## src/core/adcc_defs.svh

```systemverilog
// Register offsets, field positions, reset values and timing counts
`ifndef ADCC_DEFS_SVH
`define ADCC_DEFS_SVH
`define ADCC_OFS_SC1 16'h0010
`define ADCC_OFS_SC2 16'h0011
`define ADCC_OFS_SC3 16'h0012
`define ADCC_OFS_SC4 16'h0013
`define ADCC_OFS_RH 16'h0014
`define ADCC_OFS_RL 16'h0015
`define ADCC_OFS_CVH 16'h0016
`define ADCC_OFS_CVL 16'h0017
`define ADCC_OFS_PCTL 16'h30ac
`define ADCC_RST_SC1 8'h1f
`define ADCC_RST_SC2 8'h08
`define ADCC_RST_ZERO 8'h00
`define ADCC_BIT_DONE 7
`define ADCC_BIT_IEN 6
`define ADCC_BIT_CONT 5
`define ADCC_BIT_HWTRG 6
`define ADCC_BIT_CMPEN 5
`define ADCC_BIT_CMPGT 4
`define ADCC_BIT_FEMPTY 3
`define ADCC_BIT_FFULL 2
`define ADCC_BIT_ACT 7
`define ADCC_CH_OFF 5'h1f
`define ADCC_CONV_TIME_NS 1000
`define ADCC_CLK_NS 10
`define ADCC_CONV_CYCLES ((`ADCC_CONV_TIME_NS + `ADCC_CLK_NS - 1) / `ADCC_CLK_NS)
`endif

```

## src/core/adcc_pkg.sv

```systemverilog
// Types shared by the converter control block
package adcc_pkg;
  typedef enum logic [2:0] {
    ADCC_IDLE = 3'b001,
    ADCC_CONV = 3'b010,
    ADCC_WAIT = 3'b100
  } adcc_state_t;
  typedef logic [4:0] adcc_chan_t;
endpackage

```

## src/core/adcc_queue_if.sv

```systemverilog
// Channel queue connection between control and queue store
`timescale 1ns/10ps
interface adcc_queue_if;
  logic push;
  logic clear;
  logic [4:0] push_chan;
  logic [3:0] rd_ptr;
  logic [4:0] rd_chan;
  logic [3:0] count;
  modport ctrl (output push, output clear, output push_chan, output rd_ptr,
    input rd_chan, input count);
  modport store (input push, input clear, input push_chan, input rd_ptr,
    output rd_chan, output count);
endinterface

```

## src/core/adcc_queue.sv

```systemverilog
// Channel queue store, kept in write order
`timescale 1ns/10ps
module adcc_queue #(
  parameter int DEPTH = 8
) (
  input wire logic clk,
  input wire logic rst,
  adcc_queue_if.store q
);
  import adcc_pkg::*;
  adcc_chan_t mem [DEPTH];
  logic [3:0] count;
  initial begin
    if (DEPTH < 1 || DEPTH > 8) $error("queue depth must be 1..8");
  end
  // Push appends at count; clear empties
  always_ff @(posedge clk or posedge rst) begin
    if (rst) begin
      count <= 4'h0;
    end else if (q.clear) begin
      count <= 4'h0;
    end else if (q.push && count < 4'(DEPTH)) begin
      count <= count + 4'h1;
    end
  end
  always_ff @(posedge clk) begin
    if (q.push && !q.clear && count < 4'(DEPTH)) begin
      mem[count[2:0]] <= q.push_chan;
    end
  end
  assign q.count = count;
  assign q.rd_chan = mem[q.rd_ptr[2:0]];
endmodule

```

## src/core/adcc_ctrl.sv

```systemverilog
// Conversion control registers and sequencing for the converter
`timescale 1ns/10ps
`include "adcc_defs.svh"
////////////////////////////////////////////////////////////////////////////////
// Block outline
// Software owns the block through a byte-wide register port.
// Reads answer one cycle after the strobe, writes land at once.
// The first control register starts, aborts and stops conversions.
// Channel code all ones parks the converter and empties the queue.
// Queue mode collects channel codes until the set is complete.
// The converter itself sits outside; it returns a ten-bit sample.
// Sample_strobe marks the cycle in which that sample is taken.
// Conversion time is a count of bus clocks, set by parameter.
// Hardware trigger comes from a pin, so it is filtered first.
// Done flag and interrupt enable combine into a level request.
//
// Register map, byte offsets
//   0x10 control one: flag, interrupt enable, continuous, channel
//   0x11 control two: busy, trigger select, compare on, compare sense, queue flags
//   0x12 control three: plain storage here
//   0x13 control four: queue depth in the low three bits
//   0x14 result high: two top result bits, read only
//   0x15 result low: eight low bits, read only, reading clears the flag
//   0x16 compare high: two top reference bits used
//   0x17 compare low: eight low reference bits
//   0x30ac pin control: plain storage here
//
// Hazards worth knowing
// Outside queue mode, a software-mode control write aborts a running conversion at once.
// In trigger mode a control write restarts nothing; only all ones halts.
// In software mode, a write that completes the queue starts the set on the same edge.
// A write to an already full queue empties it; that code is dropped.
// Trigger edges that arrive while busy are ignored, not remembered.
// Results are only kept when the compare condition holds.
// Read data are zero outside the read slot, so buses may be ORed.
// Conversion count is fixed per build; slower clocks mean longer waits.
////////////////////////////////////////////////////////////////////////////////
// Notes on behaviour
// - Control write aborts, restarts unless channel off (here only in software mode, outside queue mode or on the write that completes the queue)
// - Queue mode: channel writes push queue
// - Queue converts in write order
// - Queue waits until programmed depth filled
// - Channel all ones empties queue, halts
// - Done flag bit 7 on completion
// - Compare on: done only if match
// - Queue mode: done once per set
// - Done clears on control write, low read
// - Interrupt when done sets, enable bit 6
// - Single software mode: one per write
// - Single hardware mode: one per trigger
// - Single queue mode: one set per trigger
// - Control register resets to 1Fh
// - Results read-only at 14, 15
// - Compare values read-write at 16, 17
// - Pin control read-write at 30AC
// - Channel field 5 bits, 11111 off
// - Continuous mode repeats, loops queue set
module adcc_ctrl #(
  parameter int QDEPTH = 8,
  parameter int CONV_CYCLES = `ADCC_CONV_CYCLES
) (
  input wire logic clk,
  input wire logic rst,
  input wire logic [15:0] addr,
  input wire logic [7:0] wdata,
  input wire logic wr,
  input wire logic rd,
  output logic [7:0] rdata,
  input wire logic hardware_trigger_input,
  input wire logic [9:0] sample_data,
  output logic [4:0] active_channel,
  output logic sample_strobe,
  output logic done_irq
);
  import adcc_pkg::*;
  initial begin
    if (CONV_CYCLES < 1 || CONV_CYCLES > 65535) $error("bad conversion count");
  end
  ////////////////////////////////////////////////////////////////////////////
  // Registers
  logic [7:0] status_control_one;
  logic [7:0] status_control_two;
  logic [7:0] status_control_three;
  logic [7:0] status_control_four;
  logic [7:0] result_high;
  logic [7:0] result_low;
  logic [7:0] compare_value_high;
  logic [7:0] compare_value_low;
  logic [7:0] pin_control_one;
  logic conversion_done_flag;
  adcc_state_t state;
  adcc_state_t next_state;
  logic [15:0] timer;
  logic [3:0] qidx;
  adcc_queue_if qi();
  adcc_queue #(.DEPTH(QDEPTH)) u_queue (
    .clk(clk),
    .rst(rst),
    .q(qi)
  );
  ////////////////////////////////////////////////////////////////////////////
  // Decode and field views
  wire sel_sc1 = addr == `ADCC_OFS_SC1;
  wire wr_sc1 = wr && sel_sc1;
  wire rd_rl = rd && addr == `ADCC_OFS_RL;
  wire [4:0] channel_select = status_control_one[4:0];
  wire [4:0] wr_chan = wdata[4:0];
  wire done_interrupt_enable = status_control_one[`ADCC_BIT_IEN];
  wire continuous_enable = status_control_one[`ADCC_BIT_CONT];
  wire hw_mode = status_control_two[`ADCC_BIT_HWTRG];
  wire compare_enable = status_control_two[`ADCC_BIT_CMPEN];
  wire compare_gt = status_control_two[`ADCC_BIT_CMPGT];
  wire [2:0] queue_depth = status_control_four[2:0];
  wire fifo_mode = queue_depth != 3'h0;
  // Queue holds depth+1 entries, so depth field 0 means no queue
  wire [3:0] set_len = {1'b0, queue_depth} + 4'h1;
  wire queue_full = qi.count >= set_len;
  wire chan_off = wr_chan == `ADCC_CH_OFF;
  ////////////////////////////////////////////////////////////////////////////
  // Hardware trigger: three stages, change counts when last two agree
  // The pin is asynchronous; the first stage may go metastable
  // Only agreement of the last two stages moves the filtered level
  // A rise is a single-cycle event against the filtered level
  logic [2:0] trg_sync;
  logic trg_level;
  always_ff @(posedge clk or posedge rst) begin
    if (rst) begin
      trg_sync <= 3'b000;
      trg_level <= 1'b0;
    end else begin
      trg_sync <= {trg_sync[1:0], hardware_trigger_input};
      if (trg_sync[2] == trg_sync[1]) begin
        trg_level <= trg_sync[2];
      end
    end
  end
  wire trg_rise = trg_sync[2] == trg_sync[1] && trg_sync[2] && !trg_level;
  ////////////////////////////////////////////////////////////////////////////
  // Start and stop decisions
  // Queue reaches its set length with this very write
  // Exact match: a write to an already full queue empties it instead
  wire queue_full_after = qi.count + 4'h1 == set_len;
  // Software start: control write, channel on, software trigger selected
  wire sw_start = wr_sc1 && !chan_off && !hw_mode && (!fifo_mode || queue_full_after);
  // Hardware start needs a live channel and, in queue mode, a full set
  wire hw_armed = hw_mode && channel_select != `ADCC_CH_OFF &&
    (!fifo_mode || queue_full);
  wire hw_start = trg_rise && hw_armed && state == ADCC_IDLE;
  wire halt = wr_sc1 && chan_off;
  wire conv_end = state == ADCC_CONV && timer == 16'h0001;
  wire last_of_set = !fifo_mode || qidx + 4'h1 >= set_len;
  // Compare with compare values: greater-or-equal or less-than
  function automatic logic cmp_true(input logic [9:0] v, input logic [9:0] ref_v,
    input logic gt);
    cmp_true = gt ? (v >= ref_v) : (v < ref_v);
  endfunction
  wire [9:0] cmp_ref = {compare_value_high[1:0], compare_value_low};
  wire cmp_ok = !compare_enable || cmp_true(sample_data, cmp_ref, compare_gt);
  // Flag set per conversion, or once at end of a set in queue mode
  wire set_done = conv_end && cmp_ok && last_of_set;
  ////////////////////////////////////////////////////////////////////////////
  // Sequencer next state
  always_comb begin
    next_state = state;
    case (state)
      ADCC_IDLE: begin
        if (sw_start || hw_start) begin
          next_state = ADCC_CONV;
        end
      end
      ADCC_CONV: begin
        if (conv_end) begin
          if (!last_of_set || continuous_enable) begin
            next_state = ADCC_WAIT;
          end else begin
            next_state = ADCC_IDLE;
          end
        end
      end
      ADCC_WAIT: begin
        next_state = ADCC_CONV;
      end
      default: begin
        next_state = ADCC_IDLE;
      end
    endcase
    // Register writes override the sequence: halt first, then restart
    if (halt) begin
      next_state = ADCC_IDLE;
    end else if (sw_start) begin
      next_state = ADCC_CONV;
    end
  end
  // State, timer and queue position
  always_ff @(posedge clk or posedge rst) begin
    if (rst) begin
      state <= ADCC_IDLE;
      timer <= 16'h0000;
      qidx <= 4'h0;
    end else begin
      state <= next_state;
      // Timer reloads on every entry to conversion and on every restart
      // It counts down to one, the cycle in which the sample is taken
      // Outside conversion it drains to zero and then stays there
      if (next_state == ADCC_CONV && (state != ADCC_CONV || sw_start)) begin
        timer <= 16'(CONV_CYCLES);
      end else if (timer != 16'h0000) begin
        timer <= timer - 16'h0001;
      end
      // Queue position restarts with each set, steps at each completion
      if (sw_start || hw_start || halt) begin
        qidx <= 4'h0;
      end else if (conv_end) begin
        qidx <= last_of_set ? 4'h0 : qidx + 4'h1;
      end
    end
  end
  assign qi.push = wr_sc1 && fifo_mode && !chan_off;
  assign qi.clear = halt || (wr_sc1 && fifo_mode && queue_full);
  assign qi.push_chan = wr_chan;
  assign qi.rd_ptr = qidx;
  assign active_channel = fifo_mode ? qi.rd_chan : channel_select;
  assign sample_strobe = conv_end;
  ////////////////////////////////////////////////////////////////////////////
  // Control register writes
  always_ff @(posedge clk or posedge rst) begin
    if (rst) begin
      status_control_one <= `ADCC_RST_SC1;
      status_control_two <= `ADCC_RST_SC2;
      status_control_three <= `ADCC_RST_ZERO;
      status_control_four <= `ADCC_RST_ZERO;
      compare_value_high <= `ADCC_RST_ZERO;
      compare_value_low <= `ADCC_RST_ZERO;
      pin_control_one <= `ADCC_RST_ZERO;
    end else if (wr) begin
      case (addr)
        // Flag bit is kept apart; only the writable bits are stored
        `ADCC_OFS_SC1: begin
          status_control_one <= {1'b0, wdata[6:0]};
        end
        // Busy and queue flags are live views, never stored
        `ADCC_OFS_SC2: begin
          status_control_two <= {1'b0, wdata[6:4], 4'h0};
        end
        `ADCC_OFS_SC3: begin
          status_control_three <= wdata;
        end
        // Depth takes effect at once; queue mode and set length follow it directly
        `ADCC_OFS_SC4: begin
          status_control_four <= wdata;
        end
        `ADCC_OFS_CVH: begin
          compare_value_high <= wdata;
        end
        `ADCC_OFS_CVL: begin
          compare_value_low <= wdata;
        end
        `ADCC_OFS_PCTL: begin
          pin_control_one <= wdata;
        end
        // Result registers and unmapped offsets ignore writes
        default: begin
        end
      endcase
    end
  end
  // Results and done flag; a set on the same edge as a clear wins
  always_ff @(posedge clk or posedge rst) begin
    if (rst) begin
      result_high <= `ADCC_RST_ZERO;
      result_low <= `ADCC_RST_ZERO;
      conversion_done_flag <= 1'b0;
    end else begin
      if (conv_end && cmp_ok) begin
        result_high <= {6'h00, sample_data[9:8]};
        result_low <= sample_data[7:0];
      end
      if (set_done) begin
        conversion_done_flag <= 1'b1;
      end else if (wr_sc1 || rd_rl) begin
        conversion_done_flag <= 1'b0;
      end
    end
  end
  // Level request, follows flag and enable
  assign done_irq = conversion_done_flag && done_interrupt_enable;
  ////////////////////////////////////////////////////////////////////////////
  // Read path, data one cycle after strobe
  logic [7:0] rd_mux;
  // Busy covers the gap between queued conversions as well
  wire busy = state != ADCC_IDLE;
  wire [7:0] sc2_view = {busy, status_control_two[6:4], qi.count == 4'h0,
    fifo_mode && queue_full, 2'b00};
  always_comb begin
    case (addr)
      `ADCC_OFS_SC1: rd_mux = {conversion_done_flag, status_control_one[6:0]};
      `ADCC_OFS_SC2: rd_mux = sc2_view;
      `ADCC_OFS_SC3: rd_mux = status_control_three;
      `ADCC_OFS_SC4: rd_mux = status_control_four;
      `ADCC_OFS_RH: rd_mux = result_high;
      `ADCC_OFS_RL: rd_mux = result_low;
      `ADCC_OFS_CVH: rd_mux = compare_value_high;
      `ADCC_OFS_CVL: rd_mux = compare_value_low;
      `ADCC_OFS_PCTL: rd_mux = pin_control_one;
      default: rd_mux = 8'h00;
    endcase
  end
  always_ff @(posedge clk or posedge rst) begin
    if (rst) begin
      rdata <= 8'h00;
    end else begin
      rdata <= rd ? rd_mux : 8'h00;
    end
  end
endmodule

```

## config.mk

```make
export PLATFORM = sky130hd
export DESIGN_NAME = adcc_ctrl
export DESIGN_NICKNAME = d
export VERILOG_FILES = /design/src/core/adcc_pkg.sv /design/src/core/adcc_queue_if.sv /design/src/core/adcc_queue.sv /design/src/core/adcc_ctrl.sv
export VERILOG_INCLUDE_DIRS = /design/src /design/src/core
export SDC_FILE = /design/constraint.sdc
export NUM_CORES = 1
export LEC_CHECK = 0
export BUFFER_PORTS_ARGS = -buffer_cell sky130_fd_sc_hd__clkbuf_2
export CORE_ASPECT_RATIO = 1.5
export CORE_MARGIN = 2
export CORE_UTILIZATION = 45
export CTS_BUF_LIST = sky130_fd_sc_hd__clkbuf_8
export CTS_CLUSTER_DIAMETER = 120
export DETAILED_ROUTE_END_ITERATION = 10
export PLACE_DENSITY = 0.62
export SYNTH_ARGS = -nofsm -noshare
export SYNTH_HDL_FRONTEND = slang
export SYNTH_SLANG_ARGS = --single-unit
```

## constraint.sdc

```tcl
create_clock -name clk -period 5.3 [get_ports clk]
set_input_delay 1.59 -clock clk [delete_from_list [all_inputs] [get_ports clk]]
set_output_delay 1.59 -clock clk [all_outputs]
set_load 0.03 [all_outputs]
```

==> impl_metrics.yaml, run 1 <==
global_route:
  grt_pass1_vias: 5031
  antenna_found_initial: 0
  grt_usage: 0.220
  grt_first_pass_wirelength_mm: 27.3
  grt_max_degree: 77
  grt-ovfl-total: 0
synth:
  synthDistinctLibCells: 64
  syn_avg_cell_area_um2: 12.5
  synth_flop_cell: "dfrtp_1"
  seq_area_frac_synth: 0.541
  synth-seq-cells: 140
  synth_nets: 611
  netlist_instances: 548
  ys_async_sr_fraction: 0.714
  syn-cell-area_um2: 6850
  synth_edf_count: 40
  yosys_warnings: 0
layout:
  area_delta_synth_final_pct: 13.5
  final_area_um2: 7780
  final_common_cell: "dfrtp_1"
  stdcell_count: 827
  antenna_cells: 0
  final_cell_mix: "94 x dfrtp_1, 61 x mux2_2, 53 x clkbuf_2, 40 x edfxtp_1"
  drive_gt1_frac: 0.293
  nets: 678
routing:
  totalWireLength_mm: 16.9
  via_count: 4846
  drtPass1Iterations: 6
  drc: 0
  drt_iter0_drc: 318
  vias_per_cell: 5.86
  wl_per_cell_um: 20.4
  antenna_left: 0
flow_run:
  cap_violations: 0
pwr:
  powerDensity_nw_per_um2: 285
  p_leak_nw: 3.30
  vdd_drop_max_mv: 0.143
clock_tree:
  numCtsBuffers: 17
  clkTransAtPathRegs_ns: 0.09
  cts-hold-fix-buffers: 0
  h-tree-depth: 4
  clock_path_buffers: 2
  post_cts_buffers: 0
  clk-insertion-delay-late_ns: 0.46
  postCtsResizedCells: 0
  root_buffer: "clkbuf_8"
  cts_tree: "built"
  clock_sinks: 140
worst_setup_path:
  crit_type: "reg -> out"
  endpoint: "sample_strobe"
  crit_required_ns: 3.71
  r2r_start: "qi.rd_ptr[0]"
  path_max_fanout: 7
  crit_start: "timer[11]"
  r2r_end: "qi.rd_ptr[2]"
  reg2reg_depth: 7
  startpoint_type: "flip-flop"
  arrival_ns: 2.81
  critPathCaptureType: "output pin"
  r2r_setup_slack_ns: 1.97
place:
  place_congestion: 0.870
  place_inst: 795
  placed_area_um2: 7380
  place_ws_ns: 0.815
  portBuffers: 53
  hpwl_mm: 12.4
timing:
  clock_skew_ns: 0.0185
  max_freq_mhz: 227
  grt_setup_unrepaired: "no"
  relSlewSlack: 0.208
  drv_slew: 0
  post-route-period-util: 0.831
  hold_violations: 0
  setup_slack_ns: 0.895
  fin_setup_tns_ns: 0
  setup_viol: 0
  period_needed_ns: 4.40
  tightest_slew_ns: 1.18
  hold_slack_ns: 0.385
die:
  ioPinCount: 54
  core.rowCount: 55
  die_x_um: 105
  coreArea_um2: 15000
  start_util: 0.457
  die_area_um2: 16300
  fp.dieH_um: 155
status:
  status: "finished clean"
min_path:
  hold_class: "reg -> reg"
how the worst min path moves through the flow:
stage,startpoint,endpoint,slack [ns],cells after the start
2_1_floorplan,trg_sync[0],trg_sync[1],0.33,0
3_3_place_gp,trg_sync[0],trg_sync[1],0.36,0
3_5_place_dp,trg_sync[0],trg_sync[1],0.36,0
4_1_cts,trg_sync[0],trg_sync[1],0.38,0
5_1_grt,trg_sync[0],trg_sync[1],0.39,0
6_report,trg_sync[0],trg_sync[1],0.38,0
metal layers:
metal / track usage / vias to the layer above / part of all wire
li1: - / 2223 / -
met1: 0.245 / 2439 / 0.38
met2: 0.400 / 142 / 0.54
met3: 0.0432 / 42 / 0.037
met4: 0.103 / 0 / 0.041
met5: 0 / - / 0
cell type report:
cell class,instances,area [µm²]
clock buffers,18,248
multi-input cells,370,3000
repair buffers,62,333
inverters,24,92.6
well taps,199,249
clock inverters,14,144
flip-flops and latches,140,3710
fillers,1392,7230
flip-flops by register name (all words and copies together), names as in the netlist:
name                  flops
status_control_two        3
trg_level                 1
conversion_done_flag      1
compare_value_high        8
compare_value_low         8
u_queue.q.count           4
u_queue.mem              40
qi.rd_ptr                 4
trg_sync                  3
pin_control_one           8
status_control_one        7
timer                    16
state                     3
status_control_three      8
status_control_four       8
result_high               2
result_low                8
rdata                     8
per-stage QoR:
step,util,total power [mW]
floorplan,-,1.31
global placement,0.492,1.37
detailed placement,0.492,1.38
CTS,0.518,2.24
global route,0.518,2.32
finish,0.518,2.22
cells in the mapped netlist (3+ instances only):
| cell | instances | area [µm²] |
|---|---|---|
| xnor2_1 | 15 | 131 |
| mux4_2 | 10 | 225 |
| nand3_1 | 15 | 75.1 |
| nand4_1 | 5 | 31.3 |
| ha_1 | 24 | 300 |
| nand2b_1 | 9 | 56.3 |
| clkbuf_1 | 12 | 45.0 |
| mux2_2 | 61 | 687 |
| edfxtp_1 | 40 | 1200 |
| nor2_1 | 29 | 109 |
| xor2_1 | 3 | 26.3 |
| o21ai_0 | 15 | 75.1 |
| dfrtp_1 | 94 | 2350 |
| nand3b_1 | 5 | 37.5 |
| mux2i_1 | 7 | 70.1 |
| a222oi_1 | 5 | 50.1 |
| nor3b_1 | 3 | 22.5 |
| a31oi_1 | 11 | 68.8 |
| inv_1 | 24 | 90.1 |
| dfstp_2 | 6 | 158 |
| and2_1 | 3 | 18.8 |
| nand2_1 | 29 | 109 |
| nor3_1 | 20 | 100 |
| a21oi_1 | 12 | 60.1 |
| a22oi_1 | 13 | 97.6 |
| nor4_1 | 9 | 56.3 |
| or3_1 | 4 | 25.0 |
| a211oi_1 | 5 | 37.5 |
| o31ai_1 | 3 | 22.5 |
| nor3_2 | 4 | 40.0 |
| a221oi_1 | 6 | 52.6 |
| and3_1 | 7 | 43.8 |
kinds of logic after synthesis:
logic type	share of synthesized area
mux	0.143
buf+inv	0.0210
fa+ha+maj	0.0453
compound gates	0.0869
flops	0.541
simple gates	0.136
xor+xnor	0.0265
worst max-delay path, stage by stage, from the launching register on:
cell      delay (ns)
dfrtp_1         0.41
or4_4           0.55
nor4_1          0.46
nand3_1         0.38
inv_1           0.29
clkbuf_2        0.27
power breakdown:
part | switching (mW) | internal, mW | leakage (nW)
Clock | 0.424 | 0.431 | 0.203
Sequential | 0.0403 | 1.15 | 1.66
Combinational | 0.100 | 0.0701 | 1.43
Total | 0.565 | 1.65 | 3.30
Power figures use the tool's default switching activity.
==> run 2: changes to the inputs <==
- clock period: 5.3 -> 4.5 ns (I/O delays scaled with it)
==> impl_metrics.yaml, run 2 (synthesis results as in run 1) <==
die:
  start_util: 0.457
  core.rowCount: 55
  coreArea_um2: 15000
  die_area_um2: 16300
  die_x_um: 105
  ioPinCount: 54
  fp.dieH_um: 155
clock_tree:
  postCtsResizedCells: 0
  cts_tree: "built"
  post_cts_buffers: 0
  numCtsBuffers: 17
  clock_path_buffers: 2
  h-tree-depth: 4
  clock_sinks: 140
  clkTransAtPathRegs_ns: 0.09
  clk-insertion-delay-late_ns: 0.45
  root_buffer: "clkbuf_8"
  cts-hold-fix-buffers: 0
layout:
  finalCoreUtilization: 0.524
  nets: 688
  area_delta_synth_final_pct: 14.6
  drive_gt1_frac: 0.306
  antenna_cells: 0
  fillers: 1370
  final_common_cell: "dfrtp_1"
  largest_reg_flops: 40
  final_cell_mix: "94 x dfrtp_1, 61 x mux2_2, 53 x clkbuf_2, 40 x edfxtp_1"
timing:
  clock_skew_ns: 0.0166
  grt_setup_unrepaired: "no"
  max_freq_mhz: 240
  hold_violations: 0
  drv_slew: 0
  post-route-period-util: 0.925
  tightest_slew_ns: 0.885
  setup_viol: 0
  period_needed_ns: 4.16
  fin_setup_tns_ns: 0
  relSlewSlack: 0.409
global_route:
  grt-ovfl-total: 0
  grt_first_pass_wirelength_mm: 28.0
  grt_max_degree: 65
  grt_pass1_vias: 5181
  grt_usage: 0.224
  antenna_found_initial: 0
worst_setup_path:
  crit_path_cell_trace: "or4_4 > nor4_1 > nand3_1 > inv_1 > clkbuf_2"
  arrival_ns: 2.81
  crit_type: "reg -> out"
  startpoint_type: "flip-flop"
  r2r_end: "u_queue.mem[6][3]"
  r2r_setup_slack_ns: 1.27
  path_max_fanout: 7
  cp_slowest_cell: "or4_4"
  crit_required_ns: 3.15
  crit_start: "timer[11]"
  r2r_start: "u_queue.q.count[0]"
  critPathCaptureType: "output pin"
  reg2reg_depth: 8
  max_stage_delay_ns: 0.55
pwr:
  vdd_drop_max_mv: 0.200
  p_leak_nw: 3.36
  powerDensity_nw_per_um2: 336
routing:
  wl_per_cell_um: 20.6
  drc: 0
  drtPass1Iterations: 5
  vias_per_cell: 5.86
  via_count: 4906
  drt_iter0_drc: 352
  antenna_left: 0
  totalWireLength_mm: 17.3
place:
  portBuffers: 53
  place_congestion: 0.881
  hpwl_mm: 12.8
min_path:
  min_path_cells: 0
  hold_end: "trg_sync[1]"
  hold_path_startpoint: "trg_sync[0]"
  hold_class: "reg -> reg"
status:
  status: "finished clean"
flow_run:
  cap_violations: 0
run 2: area by class of cell:
| type | count | area (µm²) | area share |
|---|---|---|---|
| Tap cell | 199 | 249 | 0.0317 |
| Clock buffer | 17 | 234 | 0.0298 |
| Inverter | 24 | 92.6 | 0.0118 |
| Clock inverter | 15 | 161 | 0.0205 |
| Timing Repair Buffer | 72 | 408 | 0.0519 |
| Multi-Input combinational cell | 370 | 3000 | 0.382 |
| Sequential cell | 140 | 3710 | 0.472 |
run 2: how the worst max path moves through the flow:
stage                                 end  slack [ns]
CTS                         sample_strobe        0.34
finish                      sample_strobe        0.34
global route                sample_strobe        0.16
floorplan           compare_value_high[0]        0.54
detailed placement      u_queue.mem[4][3]        0.41
global placement        u_queue.mem[4][4]        0.51
run 2: worst max-delay path: cells and delay by family, from the launching register on:
family | cells | cell delay [ns]
and+or+nand+nor | 3 | 1.38
DFF | 1 | 0.42
buffers and inverters | 2 | 0.56
run 2: per-stage QoR:
stage | power, mW | hold slack [ns] | worst slack (ns) | cell area, µm² | instances
2_1_floorplan | 1.55 | 0.331 | 0.541 | 6850 | 548
3_3_place_gp | 1.62 | 0.365 | 0.509 | 7460 | 805
3_5_place_dp | 1.64 | 0.365 | 0.411 | 7460 | 805
4_1_cts | 2.66 | 0.395 | 0.339 | 7860 | 837
5_1_grt | 2.75 | 0.407 | 0.161 | 7860 | 837
6_report | 2.64 | 0.395 | 0.340 | 7860 | 837
run 2: routing by layer:
layer | track usage | wire length, µm | part of all wire
met5 | 0 | 0 | 0
met4 | 0.0933 | 553 | 0.032
met1 | 0.254 | 6580 | 0.38
met2 | 0.417 | 9600 | 0.56
met3 | 0.0327 | 528 | 0.031
run 2: power breakdown:
part	internal, mW	switching [mW]
clock	0.503	0.526
combinational	0.0844	0.120
sequential	1.35	0.0501
total	1.94	0.695
==> run 3: changes to the inputs <==
--- a/config.mk
+++ b/config.mk
@@ -13,3 +13,3 @@
 export CTS_BUF_LIST = sky130_fd_sc_hd__clkbuf_8
-export CTS_CLUSTER_DIAMETER = 120
+export CTS_CLUSTER_DIAMETER = 150
 export DETAILED_ROUTE_END_ITERATION = 10
--- a/constraint.sdc
+++ b/constraint.sdc
@@ -3,2 +3,2 @@
 set_output_delay 1.35 -clock clk [all_outputs]
-set_load 0.03 [all_outputs]
+set_load 0.02 [all_outputs]
==> impl_metrics.yaml, run 3 (synthesis results as in run 1) <==
status:
  status: "finished clean"
pwr:
  p_clk_frac: 0.392
  vdd_drop_max_mv: 0.182
  swShare: 0.261
  powerDensity_nw_per_um2: 339
  p_int_mw: 1.97
  power.switching_mw: 0.697
  power_frac_seq: 0.526
  p_leak_nw: 3.36
  pwr-share-comb: 0.082
layout:
  largest_reg_flops: 40
  final_area_um2: 7870
  multiInputGateArea_um2: 3000
  final_common_cell: "dfrtp_1"
  antenna_cells: 0
  finalCoreUtilization: 0.525
  final_cell_mix: "94 x dfrtp_1, 61 x mux2_2, 53 x clkbuf_2, 40 x edfxtp_1"
  fillers: 1322
  nets: 689
  drive_gt1_frac: 0.307
  seq_area_um2: 3710
  area_delta_synth_final_pct: 14.9
place:
  hpwl_mm: 12.9
  place_congestion: 0.881
  portBuffers: 53
  placed_area_um2: 7470
routing:
  antenna_left: 0
  wl_per_cell_um: 20.5
  drtPass1Iterations: 5
  via_count: 4891
  vias_per_cell: 5.84
  totalWireLength_mm: 17.2
  drt_iter0_drc: 367
  drc: 0
die:
  ioPinCount: 54
  die_x_um: 105
  fp.dieH_um: 155
  core.rowCount: 55
  start_util: 0.457
  die_area_um2: 16300
  coreArea_um2: 15000
clock_tree:
  clock_sinks: 140
  cts_tree: "built"
  numCtsBuffers: 17
  h-tree-depth: 4
  cts-hold-fix-buffers: 0
  clock_path_buffers: 2
  clk-insertion-delay-late_ns: 0.44
  postCtsResizedCells: 0
  root_buffer: "clkbuf_8"
  clkTransAtPathRegs_ns: 0.09
  post_cts_buffers: 0
worst_setup_path:
  r2r_start: "u_queue.q.count[0]"
  max_stage_delay_ns: 0.55
  path_max_fanout: 7
  arrival_ns: 2.57
  cp.depth: 6
  path_delay_family: "simple AND/OR/NAND/NOR gates"
  critPathCaptureType: "output pin"
  r2r_setup_slack_ns: 1.27
  crit_path_cell_trace: "or4_4 > nor4_1 > buf_4 > nand3_1 > inv_1 > clkbuf_2"
  crit_required_ns: 3.15
  reg2reg_depth: 8
  r2r_end: "u_queue.mem[4][0]"
  endpoint: "sample_strobe"
  crit_start: "timer[11]"
  cp_slowest_cell: "or4_4"
  timing.critical_path.buf_inv: 3
  crit_type: "reg -> out"
  startpoint_type: "flip-flop"
global_route:
  antenna_found_initial: 0
  grt_first_pass_wirelength_mm: 27.8
  grt_pass1_vias: 5136
  grt-ovfl-total: 0
  grt_max_degree: 65
  groute.layer.met3.usage: 0.0385
  grt.met1_usage: 0.250
  grt_usage: 0.222
  grt_use_met2: 0.408
  busiest_layer: "met2"
timing:
  clock_skew_ns: 0.0183
  tightest_slew_ns: 0.918
  max_freq_mhz: 255
  fin_setup_tns_ns: 0
  grt_setup_unrepaired: "no"
  post-route-period-util: 0.870
  hold_violations: 0
  period_needed_ns: 3.92
  drv_slew: 0
  relSlewSlack: 0.387
  setup_viol: 0
min_path:
  hold_class: "reg -> reg"
flow_run:
  cap_violations: 0
==> run 3: changes by cell type in the layout (fill, tap and decap cells not counted) <==
cell	previous run	this run
buf_4	19	20
inv_4	3	2
clkbuf_8	17	18
inv_8	2	1
clkinvlp_4	0	2
inv_6	3	6
clkinv_2	2	0
clkinv_4	3	1
==> run 3: power by group through the flow <==
stage                     Sequential, mW  Clock [mW]  Combinational [mW]
final                               1.40        1.04               0.219
after global routing                1.41        1.12               0.244
after CTS                           1.40        1.06               0.221
after detailed placement            1.43           0               0.220
after global placement              1.42           0               0.212
after floorplan                     1.42           0               0.133
==> run 3: cell type report <==
type                            instances  share of cell area
Sequential cell                       140               0.471
Multi-Input combinational cell        370               0.381
Timing Repair Buffer                   73              0.0528
Tap cell                              199              0.0316
Clock buffer                           18              0.0315
Clock inverter                         14              0.0200
Inverter                               24              0.0118
==> run 3: worst min path at each step <==
stage / start / endpoint / cells after the start
after floorplan: trg_sync[0] / trg_sync[1] / 0
after global placement: trg_sync[1] / trg_sync[2] / 0
after detailed placement: trg_sync[0] / trg_sync[1] / 0
after CTS: trg_sync[1] / trg_sync[2] / 0
after global routing: trg_sync[1] / trg_sync[2] / 0
final: trg_sync[1] / trg_sync[2] / 0
==> run 3: routing by layer <==
layer,vias to the layer above,part of all wire
met1,2463,0.38
met4,0,0.037
li1,2239,-
met2,147,0.55
met5,-,0
met3,42,0.032
==> run 3: stage by stage <==
stage	std cells	setup WS [ns]	hold WS, ns	power, mW
after floorplan	548	0.541	0.331	1.55
after global placement	806	0.508	0.367	1.63
after detailed placement	806	0.431	0.367	1.65
after CTS	838	0.559	0.394	2.69
after global routing	838	0.349	0.401	2.78
final	838	0.584	0.391	2.67
